`config.mk`:
```
export PLATFORM = sky130hd
export DESIGN_NAME = status_input_card
export DESIGN_NICKNAME = d
export VERILOG_FILES = /design/src/rtl/card_pkg.sv /design/src/rtl/decode_if.sv /design/src/rtl/byte_selector.sv /design/src/rtl/pin_sync.sv /design/src/rtl/status_input_card.sv
export SDC_FILE = /design/constraint.sdc
export NUM_CORES = 1
export LEC_CHECK = 0
export BUFFER_PORTS_ARGS = -buffer_cell sky130_fd_sc_hd__buf_2
export CORE_ASPECT_RATIO = 0.8
export CORE_MARGIN = 4
export CORE_UTILIZATION = 60
export CTS_BUF_LIST = sky130_fd_sc_hd__clkbuf_8
export DETAILED_ROUTE_END_ITERATION = 16
export PLACE_DENSITY = 0.79
export SLEW_MARGIN = 20
export SYNTH_ARGS = -nofsm -noshare
export SYNTH_HDL_FRONTEND = slang
export SYNTH_SLANG_ARGS = --single-unit
```
`constraint.sdc`:
```
create_clock -name clock_i -period 1.8 [get_ports clock_i]
set_input_delay 0.36 -clock clock_i [delete_from_list [all_inputs] [get_ports clock_i]]
set_output_delay 0.36 -clock clock_i [all_outputs]
set_load 0.05 [all_outputs]
```
`src/rtl/card_pkg.sv`:
```
/*
  Constants shared by the sixteen-input status card: address decode layout,
  byte offsets within the card, pin widths and reset values.
  Assumes a host bus with nine low address lines seen by the card.
*/
package card_pkg;

  localparam int STATUS_W = 16;
  localparam int BYTE_W   = 8;
  localparam int ADDR_W   = 9;
  localparam int SLOT_W   = 4;
  localparam int OFS_W    = 2;

  // Address bit positions used by the card select.
  localparam int ADDR_BIT_A6 = 6;
  localparam int ADDR_BIT_A7 = 7;
  localparam int ADDR_BIT_A8 = 8;
  localparam int SLOT_LSB    = 2;

  // Lowest card address (slot zero, offset zero) and the span of one card.
  localparam logic [15:0] CARD_BASE  = 16'h80C0;
  localparam logic [15:0] CARD_SPAN  = 16'h0004;

  // Byte offsets inside the card, taken from address bits 1 and 0.
  localparam logic [1:0] OFS_LOW    = 2'h0;
  localparam logic [1:0] OFS_HIGH   = 2'h1;
  localparam logic [1:0] OFS_ID     = 2'h2;
  localparam logic [1:0] OFS_UNUSED = 2'h3;

  // Reset values.
  localparam logic [15:0] STATUS_IDLE = 16'hFFFF;
  localparam logic [7:0]  DATA_RESET  = 8'h00;

  // Flip-flop stages on every pin input.
  localparam int SYNC_STAGES = 3;

  // Edges from a stable pin change to the bus output following it.
  localparam int READ_LATENCY = 5;

endpackage : card_pkg

```
`src/rtl/decode_if.sv`:
```
/*
  Carrier between the card's address decode and its one-of-four selector.
  Assumes both ends run on the card's single clock.
*/
`timescale 1ns/1ps
interface decode_if;
  logic       sel;
  logic       read;
  logic [1:0] offset;
  logic [3:0] byte_en_n;

  modport card    (output sel, output read, output offset, input byte_en_n);
  modport decoder (input sel, input read, input offset, output byte_en_n);
endinterface : decode_if

```
`src/rtl/byte_selector.sv`:
```
/*
  One-of-four byte selector producing active-low byte driver enables.
  Assumes sel, read and offset come from synchronised pins.
*/
`timescale 1ns/1ps
module byte_selector (
  decode_if.decoder bus
);

  always_comb begin
    bus.byte_en_n = 4'hF;
    // Only a selected read opens a driver; a write leaves all closed.
    if (bus.sel && bus.read) begin
      bus.byte_en_n = ~(4'h1 << bus.offset);
    end
  end

endmodule : byte_selector

```
`src/rtl/pin_sync.sv`:
```
/*
  Three-stage pin synchroniser with agreement filter, one lane per bit.
  Assumes inputs may change at any time relative to clock_i.
*/
`timescale 1ns/1ps
module pin_sync #(
  parameter int               WIDTH       = 1,
  parameter logic [WIDTH-1:0] RESET_VALUE = '0
) (
  input  wire logic             clock_i,
  input  wire logic             nrst_i,
  input  wire logic [WIDTH-1:0] async_i,
  output logic      [WIDTH-1:0] stable_o
);

  logic [WIDTH-1:0] stage1;
  logic [WIDTH-1:0] stage2;
  logic [WIDTH-1:0] stage3;
  logic [WIDTH-1:0] agree;

  genvar b;
  generate
    for (b = 0; b < WIDTH; b++) begin : g_lane
      always_ff @(posedge clock_i) begin
        if (!nrst_i) begin
          stage1[b]   <= RESET_VALUE[b];
          stage2[b]   <= RESET_VALUE[b];
          stage3[b]   <= RESET_VALUE[b];
          stable_o[b] <= RESET_VALUE[b];
        end else begin
          stage1[b] <= async_i[b];
          stage2[b] <= stage1[b];
          stage3[b] <= stage2[b];
          // A change is accepted only once two later stages hold it alike.
          if (stage2[b] == stage3[b]) begin
            stable_o[b] <= stage3[b];
          end
        end
      end
      assign agree[b] = ~(stage2[b] ^ stage3[b]);
    end
  endgenerate
endmodule : pin_sync

```
`src/rtl/status_input_card.sv`:
```
/*
  Sixteen-input status card: host address decode, byte selection and the
  registered data bus driver, with word snapshot for coherent 16-bit reads.
  Assumes host bus pins are asynchronous to clock_i and held stable for at
  least card_pkg::READ_LATENCY + 1 cycles around each strobe.
*/
`timescale 1ns/1ps
// Summary of operation
// Sixteen status inputs are readable as single bits or as one sixteen-bit word.
// A status input counts as active, reading one, when its line is low.
// The four-bit position switch selects one of sixteen card positions, 0 to 15.
// Position N carries channels 16N+1 to 16N+16.
// Select needs the strobe, A6 and A7 high, A8 low and the slot bits equal to the switch.
// Each card takes four addresses, 80C0-80C3 at setting 0 up to 80FC-80FF at setting F.
// A selected read with A1 and A0 low drives inputs one to eight.
// A selected read with A1 low and A0 high drives inputs nine to sixteen.
// A selected read with A1 high and A0 low drives the card identification byte.
// Decode enables a one-of-four selector whose three used outputs enable byte drivers.
// The host treats the card as present only if some input reads active at power-up.
// The bus is driven only on selected reads; writes and the fourth address do nothing.
module status_input_card #(
  // Arbitrary identification value, not tied to any real part.
  parameter logic [7:0] CARD_ID = 8'h5A
) (
  input  wire logic                            clock_i,
  input  wire logic                            nrst_i,
  input  wire logic                            io_select_i,
  input  wire logic                            read_i,
  input  wire logic [card_pkg::ADDR_W-1:0]     addr_i,
  input  wire logic [card_pkg::STATUS_W-1:0]   status_n_i,
  input  wire logic [card_pkg::SLOT_W-1:0]     card_position_switch_i,
  output logic      [card_pkg::BYTE_W-1:0]     data_o,
  output logic                                 data_oe_o
);

  localparam int PIN_W = 2 + card_pkg::ADDR_W + card_pkg::SLOT_W + card_pkg::STATUS_W;
  localparam logic [PIN_W-1:0] PIN_RESET = {2'b00, {card_pkg::ADDR_W{1'b0}},
                                            {card_pkg::SLOT_W{1'b0}},
                                            card_pkg::STATUS_IDLE};

  logic                            io_select_s;
  logic                            read_s;
  logic [card_pkg::ADDR_W-1:0]     addr_s;
  logic [card_pkg::SLOT_W-1:0]     slot_s;
  logic [card_pkg::STATUS_W-1:0]   status_n_s;
  logic [card_pkg::STATUS_W-1:0]   status_active;
  logic                            slot_match;
  logic [3:0]                      byte_en_q;
  logic                            low_start;
  logic                            high_end;
  logic [card_pkg::STATUS_W-1:0]   snapshot;
  logic                            snapshot_valid;

  decode_if decode_bus ();

  // Pins from the host bus and the field are all asynchronous here.
  pin_sync #(
    .WIDTH       (PIN_W),
    .RESET_VALUE (PIN_RESET)
  ) u_pin_sync (
    .clock_i  (clock_i),
    .nrst_i   (nrst_i),
    .async_i  ({read_i, io_select_i, addr_i, card_position_switch_i, status_n_i}),
    .stable_o ({read_s, io_select_s, addr_s, slot_s, status_n_s})
  );

  // Low on the line means active, so the byte shows an active input as one.
  assign status_active = ~status_n_s;

  // Slot bits compare against the switch, giving sixteen four-byte windows.
  assign slot_match = (addr_s[card_pkg::SLOT_LSB +: card_pkg::SLOT_W] == slot_s);

  assign decode_bus.sel = io_select_s
                        & addr_s[card_pkg::ADDR_BIT_A6]
                        & addr_s[card_pkg::ADDR_BIT_A7]
                        & ~addr_s[card_pkg::ADDR_BIT_A8]
                        & slot_match;
  assign decode_bus.read   = read_s;
  assign decode_bus.offset = addr_s[card_pkg::OFS_W-1:0];

  byte_selector u_byte_selector (
    .bus (decode_bus.decoder)
  );

  always_ff @(posedge clock_i) begin
    if (!nrst_i) begin
      byte_en_q <= 4'hF;
    end else begin
      byte_en_q <= decode_bus.byte_en_n;
    end
  end

  assign low_start = ~decode_bus.byte_en_n[card_pkg::OFS_LOW] & byte_en_q[card_pkg::OFS_LOW];
  assign high_end  = decode_bus.byte_en_n[card_pkg::OFS_HIGH] & ~byte_en_q[card_pkg::OFS_HIGH];

  // A low-byte read freezes all sixteen inputs so the following high-byte
  // read returns the same instant; without it a word could tear between
  // the two byte reads. A high-byte read alone sees the live inputs.
  always_ff @(posedge clock_i) begin
    if (!nrst_i) begin
      snapshot       <= {card_pkg::STATUS_W{1'b0}};
      snapshot_valid <= 1'b0;
    end else if (low_start) begin
      snapshot       <= status_active;
      snapshot_valid <= 1'b1;
    end else if (high_end) begin
      snapshot_valid <= 1'b0;
    end
  end

  // Byte drivers: three enables used, the fourth address leaves the bus free.
  always_ff @(posedge clock_i) begin
    if (!nrst_i) begin
      data_o <= card_pkg::DATA_RESET;
    end else if (!decode_bus.byte_en_n[card_pkg::OFS_LOW]) begin
      data_o <= low_start ? status_active[7:0] : snapshot[7:0];
    end else if (!decode_bus.byte_en_n[card_pkg::OFS_HIGH]) begin
      data_o <= snapshot_valid ? snapshot[15:8] : status_active[15:8];
    end else if (!decode_bus.byte_en_n[card_pkg::OFS_ID]) begin
      data_o <= CARD_ID;
    end
  end

  always_ff @(posedge clock_i) begin
    if (!nrst_i) begin
      data_oe_o <= 1'b0;
    end else begin
      data_oe_o <= ~&decode_bus.byte_en_n[2:0];
    end
  end

  // Channel k of this position sits at bit k-1 of the word, low byte first.
  for (genvar b = 0; b < card_pkg::BYTE_W; b++) begin : g_channel

  end

  // One lane per switch position: a select may only come from that position's window.
  for (genvar p = 0; p < 16; p++) begin : g_position

  end

  // Pin-level latency: three synchroniser stages, the agreement filter register and the output register.
  // It relies on the host holding address and direction before the strobe.
  localparam int ANSWER_MIN = card_pkg::READ_LATENCY - 1;
  localparam int ANSWER_MAX = card_pkg::READ_LATENCY + 1;
endmodule : status_input_card

```
[Yosys cells after proc, flatten, opt, wreduce, memory -nomap -nowiden]
Index checks and enable logic that the tools add are counted.
Word-level totals
  output and inout port bits: 9
  RAM bits: 0
  latch bits: 0
  memory bits (read-only): 0
  bits of input ports: 33
  bits in registers: 152
  memories: 0
Operators by class
  shift-type cells: 1
  magnitude comparators: 0
  multiply operators: 0
  div/mod/pow operators: 0
  add/subtract/negate cells: 0
  bitwise logic cells: 11
  reduce and logical (&&, ||, !) cells: 4
  equal/unequal tests: 33
  multiplexer cells: 8
Operators by type and width (number)
  8-bit two-way mux: 5
  1-bit equality test: 31
  16-bit inverter: 1
  1-bit bitwise AND: 6
  4-bit equality test: 1
  3-bit two-way mux: 1
  3-bit != test (second input constant): 1
  1-bit inverter: 3
  3-bit inverter: 1
  3-bit AND reduction: 1
  1-bit by 2-bit << shifter with 3-bit output (first input constant): 1
  1-bit two-way mux: 2
  2-bit nonzero test: 1
  1-bit logical AND: 1
  1-bit logical NOT: 1

[Depth between registers and ports, before layout]
  depth in word-level cells: 10
  mapped depth: 6
  depth with buffers taken out: 4

[Hierarchy]
Synthesis repeated with hierarchy kept, for this count alone.
Unflattened totals
  cells, all modules: 475
  area, all modules: 5062.4 µm²
Modules (own cells, without submodules)
  pin_sync: seq. area each 2482.4 µm², cells an instance 323, times used 1, area each 3633.5 µm²
  status_input_card: seq. area each 560.5 µm², cells an instance 148, times used 1, area each 1393.8 µm²
  byte_selector: seq. area each 0.0 µm², cells an instance 4, times used 1, area each 35.0 µm²

[Worst setup path after synthesis]
No wires, ideal clock.
  path type: reg2reg
  start point: register u_pin_sync.stable_o[16]
  end point: register snapshot[14] (netlist name)
  setup time: 70 ps
  required time: 1730 ps
  period minus slack after synthesis: 1440 ps
  path buffers: 1
  path slack: 360 ps
  stages on the path, launching flop included: 6
  arrival time: 1370 ps
  cells stage by stage: dfxtp_1 xnor2_1 nand4_2 buf_2 or3_1 a21oi_1
Between the ends
  word-level cells in the longest chain between the ends: 6
Ends and longest elaborated chain
  from (decl): RTL line pin_sync.sv:13  | output logic [WIDTH-1:0] stable_o
  from (signal, indexed assignment): RTL line pin_sync.sv:29  | stable_o[b] <= RESET_VALUE[b];
  from (signal, indexed assignment): RTL line pin_sync.sv:36  | stable_o[b] <= stage3[b];
  4-bit equality test: RTL line status_input_card.sv:71  | assign slot_match = (addr_s[card_pkg::SLOT_LSB +: card_pkg::SLOT_W] == slot_s);
  1-bit bitwise AND: RTL line status_input_card.sv:77  | & slot_match;
  1-bit logical AND: RTL line byte_selector.sv:13  | if (bus.sel && bus.read) begin
  3-bit two-way mux: RTL line byte_selector.sv:13
  1-bit inverter: RTL line status_input_card.sv:93  | assign low_start = ~decode_bus.byte_en_n[card_pkg::OFS_LOW] & byte_en_q[card_pkg::OFS_LOW];
  1-bit bitwise AND: RTL line status_input_card.sv:93
  to (signal assigned): RTL line status_input_card.sv:101  | snapshot <= {card_pkg::STATUS_W{1'b0}};
  to (signal assigned): RTL line status_input_card.sv:104  | snapshot <= status_active;
  to (decl): RTL line status_input_card.sv:51  | logic [card_pkg::STATUS_W-1:0] snapshot;
Every way passes these cells.
A chain may end at the register's enable or synchronous reset.

[Worst setup path in the final report]
  start point: register u_pin_sync.stable_o[25]
  end point: register snapshot[7] (netlist name)
Same word-level chain as after synthesis.

==> flow_summary_export.csv <==
group,metric,value,unit
finish,final_cell_area,0.00568,sq mm
clocking,postCtsSetupBuffers,0,
synthesis,yosysTopAreaCellShare,61.1,%
clocking,ctsHoldBuffers,0,
grt,grt_pass1_vias,3193,
critical_path,slowest_stage,"xnor2_1",
placed_design,hpwlAfterDp,5750,um
synthesis,synthTopCellsByArea,"dfxtp_1 61%, nand2b_1 7.0%, a21oi_1 6.0%",
finish,n_fill_cell,594,
grt,grt.total_usage,19.4,%
synthesis,syn-cell-area,0.00498,sq mm
critical_path,worstRegToRegCells,5,
synthesis,ys_dominant_reg_cell,"dfxtp_1",
clocking,cts_resized,0,
die,pin_count,42,
detailed_routing,drt-initial-drc-count,252,
detailed_routing,vias_per_cell,5.23,
grt,antenna_found_initial,0,
detailed_routing,via_count,3479,
sta,finalMaxSlewViolations,0,
critical_path,crit_path_start,"u_pin_sync.stable_o[25]",
synthesis,ys_ff_latch,152,
status,status,"complete, no violations",
synthesis,syn_inst,504,
finish,antenna_cells,0,
placed_design,place.gp.congestion,0.784,
synthesis,synth_cell_type_count,32,
clocking,clockRootBuffer,"clkbuf_8",
grt,grtUsageMet3,6.50,%
power_and_ir_drop,powerDensity,1070,mW/mm^2
clocking,cts_buffer_depth,2,
critical_path,path_class,"register to register",
die,start_util,62.1,%
placed_design,portBuffers,41,
critical_path,end_kind,"register",
sta,period_share,92.0,%
synthesis,synth_top_area_cell,"dfxtp_1",
finish,syn_to_final_growth,14.1,%
grt,gr-usage-met1,24.9,%
detailed_routing,ant_nets,0,
synthesis,synthArstFlopShare,0,%
synthesis,synth_nets,537,
flow_run,max_cap_viol_count,0,
clocking,htreeDepth,4,
grt,use_met2,29.2,%
worst_hold_path,hold_path.class,"input port to register",
clocking,insertion_delay,0.44,ns
critical_path,r2r-end,"snapshot[7]",
critical_path,worstPathRequired,2.16,ns
grt,grt_busiest_layer,"met2",
die,core_area,0.00802,sq mm
sta,fin_tns_setup,0,ns
detailed_routing,drcViolationCount,0,
power_and_ir_drop,leakagePower,0.00221,uW
sta,timing.fmax,0.604,GHz
synthesis,ys_top_cells_by_count,"152 x dfxtp_1, 60 x a21oi_1, 56 x nand2b_1",
die,die_y,89.5,um
die,die_x,110,um
critical_path,cpPeakStageDelay,0.35,ns
die,row_count,29,
grt,grt-ovfl-total,0,
finish,final_net_count,577,
critical_path,crit_arrival,2.02,ns
synthesis,yosysMostFrequentCell,"dfxtp_1",
clocking,clock-sinks,152,
worst_hold_path,hold_start,"status_n_i[12]",
finish,postLayoutCoreUtil,70.9,%
detailed_routing,wl,8650,um
detailed_routing,wl_per_cell,13.0,um
sta,maxSlewHeadroom,57.4,%
synthesis,avgSynthCellArea,9.89,sq um
critical_path,path_cells,"xnor2_1, nand4_1, buf_4, or3_1, a21oi_1",
sta,rsz0062_at_grt,"no",
critical_path,reg2reg_from,"u_pin_sync.stable_o[25]",
finish,multi_input_area,0.00181,sq mm
sta,tightest_slew,0.638,ns
sta,hold_viol,0,
critical_path,crit_fanout,33,
finish,layout-drive-gt1-share,15.3,%
sta,min_period,1.66,ns
synthesis,ys.warnings.count,0,
sta,setup_viol,0,
clocking,cts_tree,"done",
placed_design,place_area,0.00529,sq mm
critical_path,start_kind,"register",
grt,grt_max_degree,53,
synthesis,synth-seq-area-share,61.1,%
synthesis,synth_edf_count,0,
power_and_ir_drop,vdd_ir_drop_max,955,uV
power_and_ir_drop,finalPower,6110,uW
detailed_routing,dr.pass1.iters,4,
critical_path,reg2reg_slack,0.14,ns
die,die_area,0.00983,sq mm
clocking,clkSlewWorstSetupHoldPaths,0.08,ns
critical_path,crit_end,"snapshot[7]",
grt,grt_pass1_wl,14500,um
clocking,numCtsBuffers,17,
finish,seqCellArea,0.00304,sq mm
sta,skew,0.00925,ns
## logic make-up (layout without fill, tap and decap cells)
logic type / after synthesis / after routing / share of synthesized area, %
compound gates: 132 / 132 / 14.4
xor+xnor: 4 / 4 / 0.703
buf+inv: 35 / 88 / 2.79
flops: 152 / 152 / 61.1
mux: 4 / 4 / 0.804
simple gates: 177 / 177 / 20.3
## through the flow
step	setup slack [ns]	cells	hold WS (ns)
2_1_floorplan	0.360	504	0.386
3_3_place_gp	0.269	633	0.391
3_5_place_dp	0.200	633	0.396
4_1_cts	0.171	665	0.0611
5_1_grt	0.0437	665	0.0652
6_report	0.145	665	0.0886
## flip-flops by register name, indices dropped and copies added, names as in the netlist
signal,cells
u_pin_sync.stable_o,31
u_pin_sync.stage1,31
u_pin_sync.stage2,31
u_pin_sync.stage3,31
snapshot,16
data_o,8
byte_en_q,2
data_oe_o,1
snapshot_valid,1
## critical path: cells and delay by family, from the launching register on
kind / cells / cell delay [ns]
compound gates: 1 / 0.17
flops: 1 / 0.34
xor+xnor: 1 / 0.35
buf+inv: 1 / 0.24
simple gates: 2 / 0.47
## cell type report
| type | count | share of cell area (%) |
|---|---|---|
| inverter | 6 | 0.396 |
| sequential | 152 | 53.5 |
| tap | 108 | 2.38 |
| clock inverter | 13 | 2.29 |
| multi-input combinational | 317 | 31.8 |
| timing repair buffer | 50 | 5.02 |
| clock buffer | 19 | 4.60 |
## metal layers
layer | vias to the layer above | part of all wire [%]
met5 | - | 0
met4 | 0 | 1.4
met3 | 12 | 5.4
met2 | 87 | 46
met1 | 1613 | 47
li1 | 1767 | -
## worst min-delay path by stage
stage	end	slack, ns	cells past startpoint
after floorplan	u_pin_sync.stage2[0]	0.39	1
after global placement	u_pin_sync.stage2[13]	0.39	1
after detailed placement	u_pin_sync.stage2[8]	0.40	1
after CTS	u_pin_sync.stage1[12]	0.06	2
after global routing	u_pin_sync.stage1[14]	0.07	2
final	u_pin_sync.stage1[12]	0.09	2
## cell usage in the layout, fill, tap and decap left out, drive strengths merged, types with 2 or more instances in the layout
cell type    n
o211ai       3
clkinvlp     4
clkbuf      19
nand3        3
a21oi       60
clkinv       4
nand2       23
buf         50
or3         16
bufinv       2
nand2b      56
o211a        3
nor3         3
inv          9
nand4        2
a211oi       9
mux2i        4
o21ai       53
nor2b        3
nor2        21
and2        46
dfxtp      152
a21o         3
xnor2        4
## power by group
part / internal, uW / total [uW] / switching, uW / leakage (uW)
logic: 75.5 / 152 / 76.4 / 0.000767
clock network: 1290 / 2480 / 1190 / 0.000196
registers: 3450 / 3480 / 33.5 / 0.00124
(Power assumes the default switching activity.)
